<file path="src/inc/acpll_map.svh">
`ifndef ACPLL_MAP_SVH
`define ACPLL_MAP_SVH

// register word addresses on the link (7-bit)
`define ACPLL_ADDR_POWER_GATING 7'h26
`define ACPLL_ADDR_EXTRA_POWER 7'h3C
`define ACPLL_ADDR_CLOCK_SELECT 7'h44
`define ACPLL_ADDR_PLL_PAGER 7'h46

// power_gating_control
`define ACPLL_CORE_CLOCK_OFF_BIT 13
// extra_power_gating
`define ACPLL_PLL_OFF_BIT 9
`define ACPLL_CORE_CLOCK_OFF_RST 1'h1
`define ACPLL_PLL_OFF_RST 1'h1

// clock_select_divide
`define ACPLL_EXT_HIFI_MSB 14
`define ACPLL_EXT_HIFI_LSB 12
`define ACPLL_EXT_VOICE_MSB 11
`define ACPLL_EXT_VOICE_LSB 8
`define ACPLL_DIV_REF_SEL_BIT 7
`define ACPLL_AUX_DIV_MSB 5
`define ACPLL_AUX_DIV_LSB 3
`define ACPLL_IN_B_DOUBLER_BIT 2
`define ACPLL_IN_A_DOUBLER_BIT 1
`define ACPLL_ROOT_SEL_BIT 0
`define ACPLL_DIV_REF_SEL_RST 1'h1

// pll_control_pager
`define ACPLL_N_MSB 15
`define ACPLL_N_LSB 12
`define ACPLL_LOW_BAND_BIT 11
`define ACPLL_SIGMA_DELTA_BIT 10
`define ACPLL_PREDIV_EN_BIT 9
`define ACPLL_PREDIV_RATIO_BIT 8
`define ACPLL_PAGE_SEL_MSB 6
`define ACPLL_PAGE_SEL_LSB 4
`define ACPLL_PAGE_VAL_MSB 3
`define ACPLL_PAGE_VAL_LSB 0

// page numbers and writable masks
`define ACPLL_PAGE_FRAC_TOP 3'h5
`define ACPLL_PAGE_DIV_LOW 3'h6
`define ACPLL_PAGE_DIV_HIGH 3'h7
`define ACPLL_MASK_FRAC_TOP 4'h3
`define ACPLL_MASK_DIV_HIGH 4'h7
`define ACPLL_MASK_FULL 4'hF

// pll model: feedback word is N.K with 22 fraction bits
`define ACPLL_FRAC_BITS 22
// one system tick per four pll output cycles
`define ACPLL_SYS_UNIT 30'h01000000
`define ACPLL_CREDIT_CAP 30'h20000000
`define ACPLL_LOW_BAND_SHIFT 2

`endif

</file>
<file path="src/inc/acpll_pkg.sv">
package acpll_pkg;
  typedef enum logic [1:0] {
    MUX_RUN,
    MUX_DRAIN,
    MUX_ARM
  } acpll_mux_state_t;

  typedef logic [3:0] acpll_nibble_t;
endpackage

</file>
<file path="src/design/acpll_glitch_mux.sv">
`timescale 1ns/10ps
module acpll_glitch_mux (
  input wire logic clk,
  input wire logic rst,
  input wire logic sel,
  input wire logic tick0,
  input wire logic tick1,
  output logic tick_out
);
  acpll_pkg::acpll_mux_state_t state_r;
  acpll_pkg::acpll_mux_state_t state_nxt;
  logic cur_r;
  wire old_tick = cur_r ? tick1 : tick0;
  wire new_tick = sel ? tick1 : tick0;

  // old source finishes its period, then output is quiet until the new source edges
  always_comb begin
    state_nxt = state_r;
    case (state_r)
      acpll_pkg::MUX_RUN: begin
        if (sel != cur_r) state_nxt = acpll_pkg::MUX_DRAIN;
      end
      acpll_pkg::MUX_DRAIN: begin
        if (old_tick) state_nxt = acpll_pkg::MUX_ARM;
      end
      acpll_pkg::MUX_ARM: begin
        if (new_tick) state_nxt = acpll_pkg::MUX_RUN;
      end
      default: state_nxt = acpll_pkg::MUX_RUN;
    endcase
  end

  assign tick_out = (state_r != acpll_pkg::MUX_ARM) && old_tick;

  always_ff @(posedge clk or posedge rst) begin
    if (rst) begin
      state_r <= acpll_pkg::MUX_RUN;
      cur_r <= 1'h0;
    end else begin
      state_r <= state_nxt;
      if (state_r == acpll_pkg::MUX_DRAIN && old_tick) cur_r <= sel;
    end
  end
endmodule

</file>
<file path="src/design/acpll_divider.sv">
`timescale 1ns/10ps
module acpll_divider (
  input wire logic clk,
  input wire logic rst,
  input wire logic tick_in,
  input wire logic [3:0] code,
  output logic tick_out
);
  logic [3:0] cnt_r;
  logic [3:0] cnt_nxt;

  // divide by code plus one; a shrunk code takes effect at once
  assign tick_out = tick_in && (cnt_r >= code);
  assign cnt_nxt = tick_out ? 4'h0 : (cnt_r + 4'h1);

  always_ff @(posedge clk or posedge rst) begin
    if (rst) cnt_r <= 4'h0;
    else if (tick_in) cnt_r <= cnt_nxt;
  end
endmodule

</file>
<file path="src/design/acpll_top.sv">
`timescale 1ns/10ps
`include "acpll_map.svh"
module acpll_top (
  input wire logic REF_CLK,
  input wire logic RST,
  input wire logic MASTER_CLOCK_IN_A,
  input wire logic MASTER_CLOCK_IN_B,
  input wire logic REG_WR_EN,
  input wire logic REG_RD_EN,
  input wire logic [6:0] REG_ADDR,
  input wire logic [15:0] REG_WDATA,
  output logic [15:0] REG_RDATA,
  output logic REG_RD_VALID,
  output logic BITCLK,
  output logic HIFI_CLK,
  output logic VOICE_CLK
);
  // registers
  logic core_clock_off_r;
  logic pll_off_r;
  logic [2:0] ext_hifi_r;
  logic [3:0] ext_voice_r;
  logic divider_reference_select_r;
  logic [2:0] aux_div_r;
  logic input_b_doubler_r;
  logic input_a_doubler_r;
  logic root_clock_select_r;
  logic [3:0] n_div_r;
  logic low_band_reference_r;
  logic sigma_delta_enable_r;
  logic prediv_enable_r;
  logic prediv_ratio_r;
  logic [2:0] page_select_r;
  acpll_pkg::acpll_nibble_t pages_r [0:7];

  function automatic logic [3:0] page_mask(input logic [2:0] pg);
    case (pg)
      `ACPLL_PAGE_FRAC_TOP: page_mask = `ACPLL_MASK_FRAC_TOP;
      `ACPLL_PAGE_DIV_HIGH: page_mask = `ACPLL_MASK_DIV_HIGH;
      default: page_mask = `ACPLL_MASK_FULL;
    endcase
  endfunction

  function automatic logic is_addr(input logic [6:0] a, input logic [6:0] want);
    is_addr = (a == want);
  endfunction

  wire wr_power = REG_WR_EN && is_addr(REG_ADDR, `ACPLL_ADDR_POWER_GATING);
  wire wr_extra = REG_WR_EN && is_addr(REG_ADDR, `ACPLL_ADDR_EXTRA_POWER);
  wire wr_clock = REG_WR_EN && is_addr(REG_ADDR, `ACPLL_ADDR_CLOCK_SELECT);
  wire wr_pager = REG_WR_EN && is_addr(REG_ADDR, `ACPLL_ADDR_PLL_PAGER);
  wire [2:0] wr_page = REG_WDATA[`ACPLL_PAGE_SEL_MSB:`ACPLL_PAGE_SEL_LSB];
  wire [3:0] wr_value = REG_WDATA[`ACPLL_PAGE_VAL_MSB:`ACPLL_PAGE_VAL_LSB];

  always_ff @(posedge REF_CLK or posedge RST) begin
    if (RST) begin
      core_clock_off_r <= `ACPLL_CORE_CLOCK_OFF_RST;
      pll_off_r <= `ACPLL_PLL_OFF_RST;
    end else begin
      if (wr_power) core_clock_off_r <= REG_WDATA[`ACPLL_CORE_CLOCK_OFF_BIT];
      if (wr_extra) pll_off_r <= REG_WDATA[`ACPLL_PLL_OFF_BIT];
    end
  end

  always_ff @(posedge REF_CLK or posedge RST) begin
    if (RST) begin
      ext_hifi_r <= 3'h0;
      ext_voice_r <= 4'h0;
      divider_reference_select_r <= `ACPLL_DIV_REF_SEL_RST;
      aux_div_r <= 3'h0;
      input_b_doubler_r <= 1'h0;
      input_a_doubler_r <= 1'h0;
      root_clock_select_r <= 1'h0;
    end else if (wr_clock) begin
      ext_hifi_r <= REG_WDATA[`ACPLL_EXT_HIFI_MSB:`ACPLL_EXT_HIFI_LSB];
      ext_voice_r <= REG_WDATA[`ACPLL_EXT_VOICE_MSB:`ACPLL_EXT_VOICE_LSB];
      divider_reference_select_r <= REG_WDATA[`ACPLL_DIV_REF_SEL_BIT];
      aux_div_r <= REG_WDATA[`ACPLL_AUX_DIV_MSB:`ACPLL_AUX_DIV_LSB];
      input_b_doubler_r <= REG_WDATA[`ACPLL_IN_B_DOUBLER_BIT];
      input_a_doubler_r <= REG_WDATA[`ACPLL_IN_A_DOUBLER_BIT];
      root_clock_select_r <= REG_WDATA[`ACPLL_ROOT_SEL_BIT];
    end
  end

  always_ff @(posedge REF_CLK or posedge RST) begin
    if (RST) begin
      n_div_r <= 4'h0;
      low_band_reference_r <= 1'h0;
      sigma_delta_enable_r <= 1'h0;
      prediv_enable_r <= 1'h0;
      prediv_ratio_r <= 1'h0;
      page_select_r <= 3'h0;
    end else if (wr_pager) begin
      n_div_r <= REG_WDATA[`ACPLL_N_MSB:`ACPLL_N_LSB];
      low_band_reference_r <= REG_WDATA[`ACPLL_LOW_BAND_BIT];
      sigma_delta_enable_r <= REG_WDATA[`ACPLL_SIGMA_DELTA_BIT];
      prediv_enable_r <= REG_WDATA[`ACPLL_PREDIV_EN_BIT];
      prediv_ratio_r <= REG_WDATA[`ACPLL_PREDIV_RATIO_BIT];
      page_select_r <= wr_page;
    end
  end

  // one write both selects a page and loads it
  genvar gp;
  generate
    for (gp = 0; gp < 8; gp++) begin : g_page
      always_ff @(posedge REF_CLK or posedge RST) begin
        if (RST) pages_r[gp] <= 4'h0;
        else if (wr_pager && wr_page == 3'(gp)) pages_r[gp] <= wr_value & page_mask(wr_page);
      end
    end
  endgenerate

  // fraction lives in pages 0..5, low page first
  wire [21:0] frac_word = {pages_r[5][1:0], pages_r[4], pages_r[3],
                           pages_r[2], pages_r[1], pages_r[0]};
  wire [2:0] pll_hifi = pages_r[`ACPLL_PAGE_DIV_HIGH][2:0];
  wire [3:0] pll_voice = pages_r[`ACPLL_PAGE_DIV_LOW];

  // master clock pins: two flops before any logic, third for edges
  // unpacked so each generated flop process drives only its own element
  logic mclk_s1_r [0:1];
  logic mclk_s2_r [0:1];
  logic mclk_s3_r [0:1];
  wire [1:0] rise;
  wire [1:0] fall;
  wire [1:0] mclk_pin = {MASTER_CLOCK_IN_B, MASTER_CLOCK_IN_A};
  genvar gs;
  generate
    for (gs = 0; gs < 2; gs++) begin : g_sync
      always_ff @(posedge REF_CLK or posedge RST) begin
        if (RST) begin
          mclk_s1_r[gs] <= 1'h0;
          mclk_s2_r[gs] <= 1'h0;
          mclk_s3_r[gs] <= 1'h0;
        end else begin
          mclk_s1_r[gs] <= mclk_pin[gs];
          mclk_s2_r[gs] <= mclk_s1_r[gs];
          mclk_s3_r[gs] <= mclk_s2_r[gs];
        end
      end
      assign rise[gs] = mclk_s2_r[gs] & !mclk_s3_r[gs];
      assign fall[gs] = !mclk_s2_r[gs] & mclk_s3_r[gs];
    end
  endgenerate
  // doubling counts both edges of the input
  wire tick_a = rise[0] | (input_a_doubler_r & fall[0]);
  wire tick_b = rise[1] | (input_b_doubler_r & fall[1]);

  logic root_tick;
  acpll_glitch_mux u_root_mux (
    .clk(REF_CLK),
    .rst(RST),
    .sel(root_clock_select_r),
    .tick0(tick_a),
    .tick1(tick_b),
    .tick_out(root_tick)
  );

  // reference predivider
  logic [1:0] prediv_cnt_r;
  wire [1:0] prediv_lim = prediv_ratio_r ? 2'h3 : 2'h1;
  wire prediv_hit = prediv_cnt_r >= prediv_lim;
  wire ref_tick = prediv_enable_r ? (root_tick && prediv_hit) : root_tick;
  always_ff @(posedge REF_CLK or posedge RST) begin
    if (RST) prediv_cnt_r <= 2'h0;
    else if (root_tick) prediv_cnt_r <= prediv_hit ? 2'h0 : (prediv_cnt_r + 2'h1);
  end

  // pll as a credit model: each reference edge earns N.K (x4 in low band)
  // output cycles; four of them make one system tick. it cannot outrun
  // REF_CLK, so credit is capped rather than wrapping.
  wire pll_on = !pll_off_r && !core_clock_off_r;
  wire [3:0] n_eff = (n_div_r == 4'h0) ? 4'h1 : n_div_r;
  wire [21:0] k_eff = sigma_delta_enable_r ? frac_word : 22'h0;
  wire [25:0] fb_word = {n_eff, k_eff};
  wire [27:0] fb_mult = low_band_reference_r ? {fb_word, 2'h0} : {2'h0, fb_word};
  logic [29:0] credit_r;
  logic [29:0] credit_nxt;
  wire pll_tick = pll_on && (credit_r >= `ACPLL_SYS_UNIT);
  wire [29:0] credit_add = credit_r + (ref_tick ? {2'h0, fb_mult} : 30'h0);
  wire [29:0] credit_sub = credit_add - (pll_tick ? `ACPLL_SYS_UNIT : 30'h0);
  assign credit_nxt = !pll_on ? 30'h0 :
                      (credit_sub > `ACPLL_CREDIT_CAP) ? `ACPLL_CREDIT_CAP : credit_sub;
  always_ff @(posedge REF_CLK or posedge RST) begin
    if (RST) credit_r <= 30'h0;
    else credit_r <= credit_nxt;
  end

  logic sys_tick;
  acpll_glitch_mux u_ref_mux (
    .clk(REF_CLK),
    .rst(RST),
    // inverted so the mux's reset source is the external clock, the reset choice;
    // otherwise it would wait on a pll that is powered down
    .sel(!divider_reference_select_r),
    .tick0(root_tick),
    .tick1(pll_tick),
    .tick_out(sys_tick)
  );
  wire sys_tick_g = sys_tick && !core_clock_off_r;

  wire [2:0] hifi_code = divider_reference_select_r ? ext_hifi_r : pll_hifi;
  wire [3:0] voice_code = divider_reference_select_r ? ext_voice_r : pll_voice;
  logic hifi_tick;
  logic voice_tick;
  acpll_divider u_hifi_div (
    .clk(REF_CLK),
    .rst(RST),
    .tick_in(sys_tick_g),
    .code({1'h0, hifi_code}),
    .tick_out(hifi_tick)
  );
  acpll_divider u_voice_div (
    .clk(REF_CLK),
    .rst(RST),
    .tick_in(sys_tick_g),
    .code(voice_code),
    .tick_out(voice_tick)
  );

  // each output toggles per tick: bit clock is half the system clock
  always_ff @(posedge REF_CLK or posedge RST) begin
    if (RST) begin
      BITCLK <= 1'h0;
      HIFI_CLK <= 1'h0;
      VOICE_CLK <= 1'h0;
    end else begin
      if (sys_tick_g) BITCLK <= !BITCLK;
      if (hifi_tick) HIFI_CLK <= !HIFI_CLK;
      if (voice_tick) VOICE_CLK <= !VOICE_CLK;
    end
  end

  // register readback
  wire [15:0] rd_power = 16'(core_clock_off_r) << `ACPLL_CORE_CLOCK_OFF_BIT;
  wire [15:0] rd_extra = 16'(pll_off_r) << `ACPLL_PLL_OFF_BIT;
  wire [15:0] rd_clock = {1'h0, ext_hifi_r, ext_voice_r, divider_reference_select_r,
                          1'h0, aux_div_r, input_b_doubler_r, input_a_doubler_r,
                          root_clock_select_r};
  wire [15:0] rd_pager = {n_div_r, low_band_reference_r, sigma_delta_enable_r,
                          prediv_enable_r, prediv_ratio_r, 1'h0, page_select_r,
                          pages_r[page_select_r]};
  wire [15:0] rd_data = is_addr(REG_ADDR, `ACPLL_ADDR_POWER_GATING) ? rd_power :
                        is_addr(REG_ADDR, `ACPLL_ADDR_EXTRA_POWER) ? rd_extra :
                        is_addr(REG_ADDR, `ACPLL_ADDR_CLOCK_SELECT) ? rd_clock :
                        is_addr(REG_ADDR, `ACPLL_ADDR_PLL_PAGER) ? rd_pager : 16'h0000;
  always_ff @(posedge REF_CLK or posedge RST) begin
    if (RST) begin
      REG_RDATA <= 16'h0000;
      REG_RD_VALID <= 1'h0;
    end else begin
      REG_RD_VALID <= REG_RD_EN;
      if (REG_RD_EN) REG_RDATA <= rd_data;
    end
  end
endmodule

</file>
<file path="config.mk">
export PLATFORM = sky130hd
export DESIGN_NAME = acpll_top
export DESIGN_NICKNAME = d
export VERILOG_FILES = /design/src/inc/acpll_pkg.sv /design/src/design/acpll_glitch_mux.sv /design/src/design/acpll_divider.sv /design/src/design/acpll_top.sv
export VERILOG_INCLUDE_DIRS = /design/src /design/src/inc
export SDC_FILE = /design/constraint.sdc
export NUM_CORES = 1
export LEC_CHECK = 0
export BUFFER_PORTS_ARGS = -buffer_cell sky130_fd_sc_hd__buf_2
export CORE_MARGIN = 4
export CORE_UTILIZATION = 35
export DETAILED_ROUTE_END_ITERATION = 6
export GPL_TIMING_DRIVEN = 0
export MAX_ROUTING_LAYER = met4
export PLACE_DENSITY = 0.58
export SKIP_CTS_REPAIR_TIMING = 1
export SLEW_MARGIN = 20
export SYNTH_ARGS = -nofsm -noshare
export SYNTH_HDL_FRONTEND = slang
export SYNTH_SLANG_ARGS = --single-unit
</file>
<file path="constraint.sdc">
create_clock -name REF_CLK -period 9.3 [get_ports REF_CLK]
set_clock_uncertainty 0.1 [all_clocks]
set_input_delay 0.93 -clock REF_CLK [delete_from_list [all_inputs] [get_ports REF_CLK]]
set_output_delay 0.93 -clock REF_CLK [all_outputs]
set_load 0.05 [all_outputs]
</file>
==> implementation parameters <==
Parameter                              Value

Global route
  GRT Total Usage ... 0.170
  Global route total overflow ... 0
  Wire length of the first global-routing pass ... 34.7 mm
  Number of global-route vias before repair ... 6541
  Initial antenna violation count ... 1
  Largest net degree at the start of global routing ... 91

Yosys
  Fraction of synthesis flops using an asynchronous set or reset pin ... 1.00
  Fraction of the mapped netlist area in compound gates ... 0.164
  Simple-gate share of the synthesized area ... 0.135
  Post-Syn Nets ... 992
  Number of flops mapped to enable cells by yosys ... 0
  Synthesized area ... 0.00853 mm²
  Avg Cell Area, Syn ... 9.54 µm²
  Yosys warning count ... 0
  Share of synthesized cell area in full adder, half adder and majority cells ... 0.101
  Multiplexer share of the synthesized area ... 0.127
  Count of distinct cell types in the synthesized netlist ... 68
  Xor/xnor cell area share of the yosys netlist ... 0.0226
  Flip-flop and latch count after synthesis ... 131
  Top_reg_cell synth ... dfrtp_1
  Number of cells produced by synthesis ... 895
  Dominant combinational cell family by area after synthesis ... compound AO/OA/AOI/OAI gates
  Sequential-to-total area share from yosys stat ... 0.385

Route
  Final routed DRC violation total ... 0
  Wire length per cell ... 16.7 µm
  Total detailed-routing wirelength ... 21.5 mm
  First-pass DRT Iterations ... 5
  Via count of the routed design ... 6773
  Number of nets with antenna violations after routing ... 0
  Drt initial violations ... 465
  Vias per inst ... 5.23

Min path
  Cell count of the worst hold path ... 0
  Worst-case hold path end point ... mclk_s2_r[1]$_DFF_PP0_
  Hold path start ... mclk_s1_r[1]$_DFF_PP0_
  Worst hold path type ... flop to flop

Floorplanning
  Die Span Y ... 164 µm
  Initial standard-cell utilization of the core ... 0.359
  Horizontal extent of the die ... 164 µm
  Top-Level Pins ... 49
  Standard-cell rows ... 56
  Overall die area ... 0.0269 mm²
  Floorplan core area ... 0.0238 mm²

Pwr
  Static leakage ... 4.66 nW
  Switching share of total power ... 0.453
  Share of total power in sequential cells ... 0.226
  Maximum ir drop on the vdd rail ... 0.135 mV
  Clock power frac ... 0.213
  Switching Power ... 1.45 mW
  Cell Int Power ... 1.75 mW
  Power Dens Cells ... 326 mW/mm²
  Power share of the combinational group ... 0.562

STA
  Final Hold Viols ... 0
  Pins over their slew limit ... 0
  Rel. slew slack ... 0.259
  Share of the clock period used by the worst path ... 0.731
  TNS Setup ... 0 ns
  Final count of negative-setup-slack endpoints ... 0
  Setup repair after global routing missed its margin ... no
  Final min period ... 6.80 ns
  Slew at the pin closest to its max-slew limit ... 1.10 ns
  Highest achievable clock rate ... 0.147 GHz

Clocking
  Clock Tree Root ... clkbuf_16
  CTS tree ... built
  Clock tree buffer depth ... 2
  CTS buffer count ... 17
  Clock Pin Slew Worst Setup and Hold Paths ... 0.06 ns
  Clock latency on the worst-skew pair ... 0.42 ns
  CTS sink count ... 131
  Number of levels in the clock H-tree ... 4

Critical path
  Critical Path End Type ... flop
  Delay of the slowest cell on the worst path ... 0.65 ns
  Total buffers and inverters traversed by the critical path ... 4
  Worst-path fanout max ... 10
  Flop-to-flop setup slack ... 2.50 ns
  Worst Path Required ... 9.47 ns
  Worst path cell trace ... nor2b_1 -> mux2i_1 -> mux2i_1 -> nand2_1 -> a31oi_1 -> and3b_1 -> clkbuf_1 -> a22oi_1 -> ha_1 -> inv_1 -> ha_1 -> buf_2 -> nand2_1 -> o21ai_0 -> a221oi_1 -> and4_1 -> o31ai_1 -> a21oi_1 -> xnor2_1 -> nand2_1 -> buf_2 -> nor3_1
  Worst flop-to-flop path startpoint ... input_b_doubler_r$_DFFE_PP0P_
  Most numerous cell on the critical path ... nand2_1
  Data arrival time of the critical path ... 6.97 ns
  Critical register-to-register path endpoint ... credit_r[25]$_DFF_PP0_
  R2R depth ... 22
  Critical Path Source Type ... flop
  Top delay family on crit path ... compound AO/OA/AOI/OAI gates
  Critical path type ... flop to flop
  CP max-delay cell ... a31oi_1

Flow run
  Number of maximum-capacitance violations ... 0

Placed design
  Port Buf Inserts ... 46
  Routability-driven placement congestion ratio ... 0.888
  Hpwl dp ... 16.5 mm

Run status
  Result of the run ... finished clean

Final layout
  Fill cell instance count of the final layout ... 2342
  Layout cells sized above 1 ... 0.184
  Area growth from synthesis to layout ... 14.9%
  Final layout net count ... 1058
  Total area of sequential cells ... 0.00328 mm²
  Final cell utilization of the core ... 0.413
  Combined area of the multi-input logic cells ... 0.00468 mm²
kinds of logic after synthesis:
group                      count (synthesis)
and+or+nand+nor                          228
DFF                                      131
adders and majority gates                 68
AOI/OAI and AO/OA                        210
xor gates and xnor gates                  22
buffers and inverters                    146
muxes                                     90
cell type report:
type | count | share of cell area
multi-input cells | 618 | 0.477
inverters | 114 | 0.0444
flip-flops and latches | 131 | 0.335
well taps | 319 | 0.0407
clock buffers | 19 | 0.0462
diodes | 1 | 0.000255
repair buffers | 47 | 0.0263
clock inverters | 13 | 0.0153
plain buffers | 32 | 0.0147
power by group through the flow:
stage	sequential [mW]	clock [mW]	combinational [mW]
6_report	0.720	0.679	1.79
5_1_grt	0.730	0.721	2.01
4_1_cts	0.720	0.694	1.79
3_5_place_dp	0.729	0	1.78
3_3_place_gp	0.728	0	1.77
2_1_floorplan	0.743	0	1.32
cells in the mapped netlist, drive strengths merged, types with 4 or more instances:
cell type | number | share of area
xnor2 | 10 | 0.010
o21ai | 44 | 0.026
nor2 | 44 | 0.019
and2 | 9 | 0.0066
mux2 | 64 | 0.084
nand3b | 4 | 0.0035
o211ai | 9 | 0.0079
o21a | 5 | 0.0044
nand2 | 74 | 0.033
dfrtp | 128 | 0.38
nor3 | 11 | 0.0065
or3 | 6 | 0.0044
o22ai | 14 | 0.010
a31oi | 4 | 0.0029
a211oi | 6 | 0.0053
inv | 114 | 0.050
mux2i | 18 | 0.021
nand4 | 6 | 0.0051
buf | 12 | 0.0081
mux4 | 8 | 0.021
nor2b | 15 | 0.011
clkbuf | 20 | 0.0088
and3 | 16 | 0.012
a21o | 14 | 0.012
nand2b | 10 | 0.0073
nor4b | 4 | 0.0048
a22oi | 22 | 0.019
ha | 67 | 0.098
a21boi | 10 | 0.0088
a21oi | 52 | 0.035
nand3 | 16 | 0.0094
xor2 | 12 | 0.012
worst max path at each step:
stage	from	slack [ns]	endpoint	depth (start not counted)
floorplan	mclk_s2_r[0]$_DFF_PP0_	4.35	credit_r[18]$_DFF_PP0_	21
global placement	input_b_doubler_r$_DFFE_PP0P_	2.83	credit_r[25]$_DFF_PP0_	22
detailed placement	mclk_s2_r[0]$_DFF_PP0_	2.73	credit_r[25]$_DFF_PP0_	22
CTS	mclk_s2_r[0]$_DFF_PP0_	2.65	credit_r[25]$_DFF_PP0_	22
global route	mclk_s2_r[1]$_DFF_PP0_	2.10	credit_r[25]$_DFF_PP0_	22
finish	input_b_doubler_r$_DFFE_PP0P_	2.50	credit_r[25]$_DFF_PP0_	22
through the flow:
stage          area, µm²  cells  setup WS (ns)  hold WS (ns)  power [mW]
6_report            9800   1294           2.50         0.242        3.19
5_1_grt             9800   1294           2.10         0.242        3.46
4_1_cts             9800   1293           2.65         0.240        3.21
3_5_place_dp        9200   1261           2.73         0.236        2.51
3_3_place_gp        9160   1260           2.83         0.234        2.49
2_1_floorplan       8530    895           4.35         0.231        2.06
sequential cells by signal, summed over array words and instances (netlist names), 2 cells and up:
name                count
credit_r               30
frac_word              22
REG_RDATA              16
pages_r                 6
ext_voice_r             4
n_div_r                 4
pll_voice               4
u_hifi_div.cnt_r        4
u_voice_div.cnt_r       4
aux_div_r               3
ext_hifi_r              3
page_select_r           3
mclk_s1_r               2
mclk_s2_r               2
mclk_s3_r               2
prediv_cnt_r            2
u_ref_mux.state_r       2
u_root_mux.state_r      2
placed cells by master, fill, tap and decap left out, drive strengths merged, types with 15 or more instances in the layout:
| master | synthesis | final |
|---|---|---|
| ha | 67 | 67 |
| dfrtp | 128 | 128 |
| mux2i | 18 | 18 |
| buf | 12 | 59 |
| and3 | 16 | 16 |
| nor2 | 44 | 44 |
| o21ai | 44 | 44 |
| nand3 | 16 | 16 |
| a21oi | 52 | 52 |
| mux2 | 64 | 64 |
| clkbuf | 20 | 39 |
| inv | 114 | 118 |
| nand2 | 74 | 74 |
| nor2b | 15 | 15 |
| a22oi | 22 | 22 |
layer usage:
metal / global-route usage / wire, µm
met1: 0.234 / 10400
met2: 0.258 / 9880
met3: 0.0359 / 1010
met4: 0.0389 / 251
met5: - / 0
(Power assumes the default switching activity.)
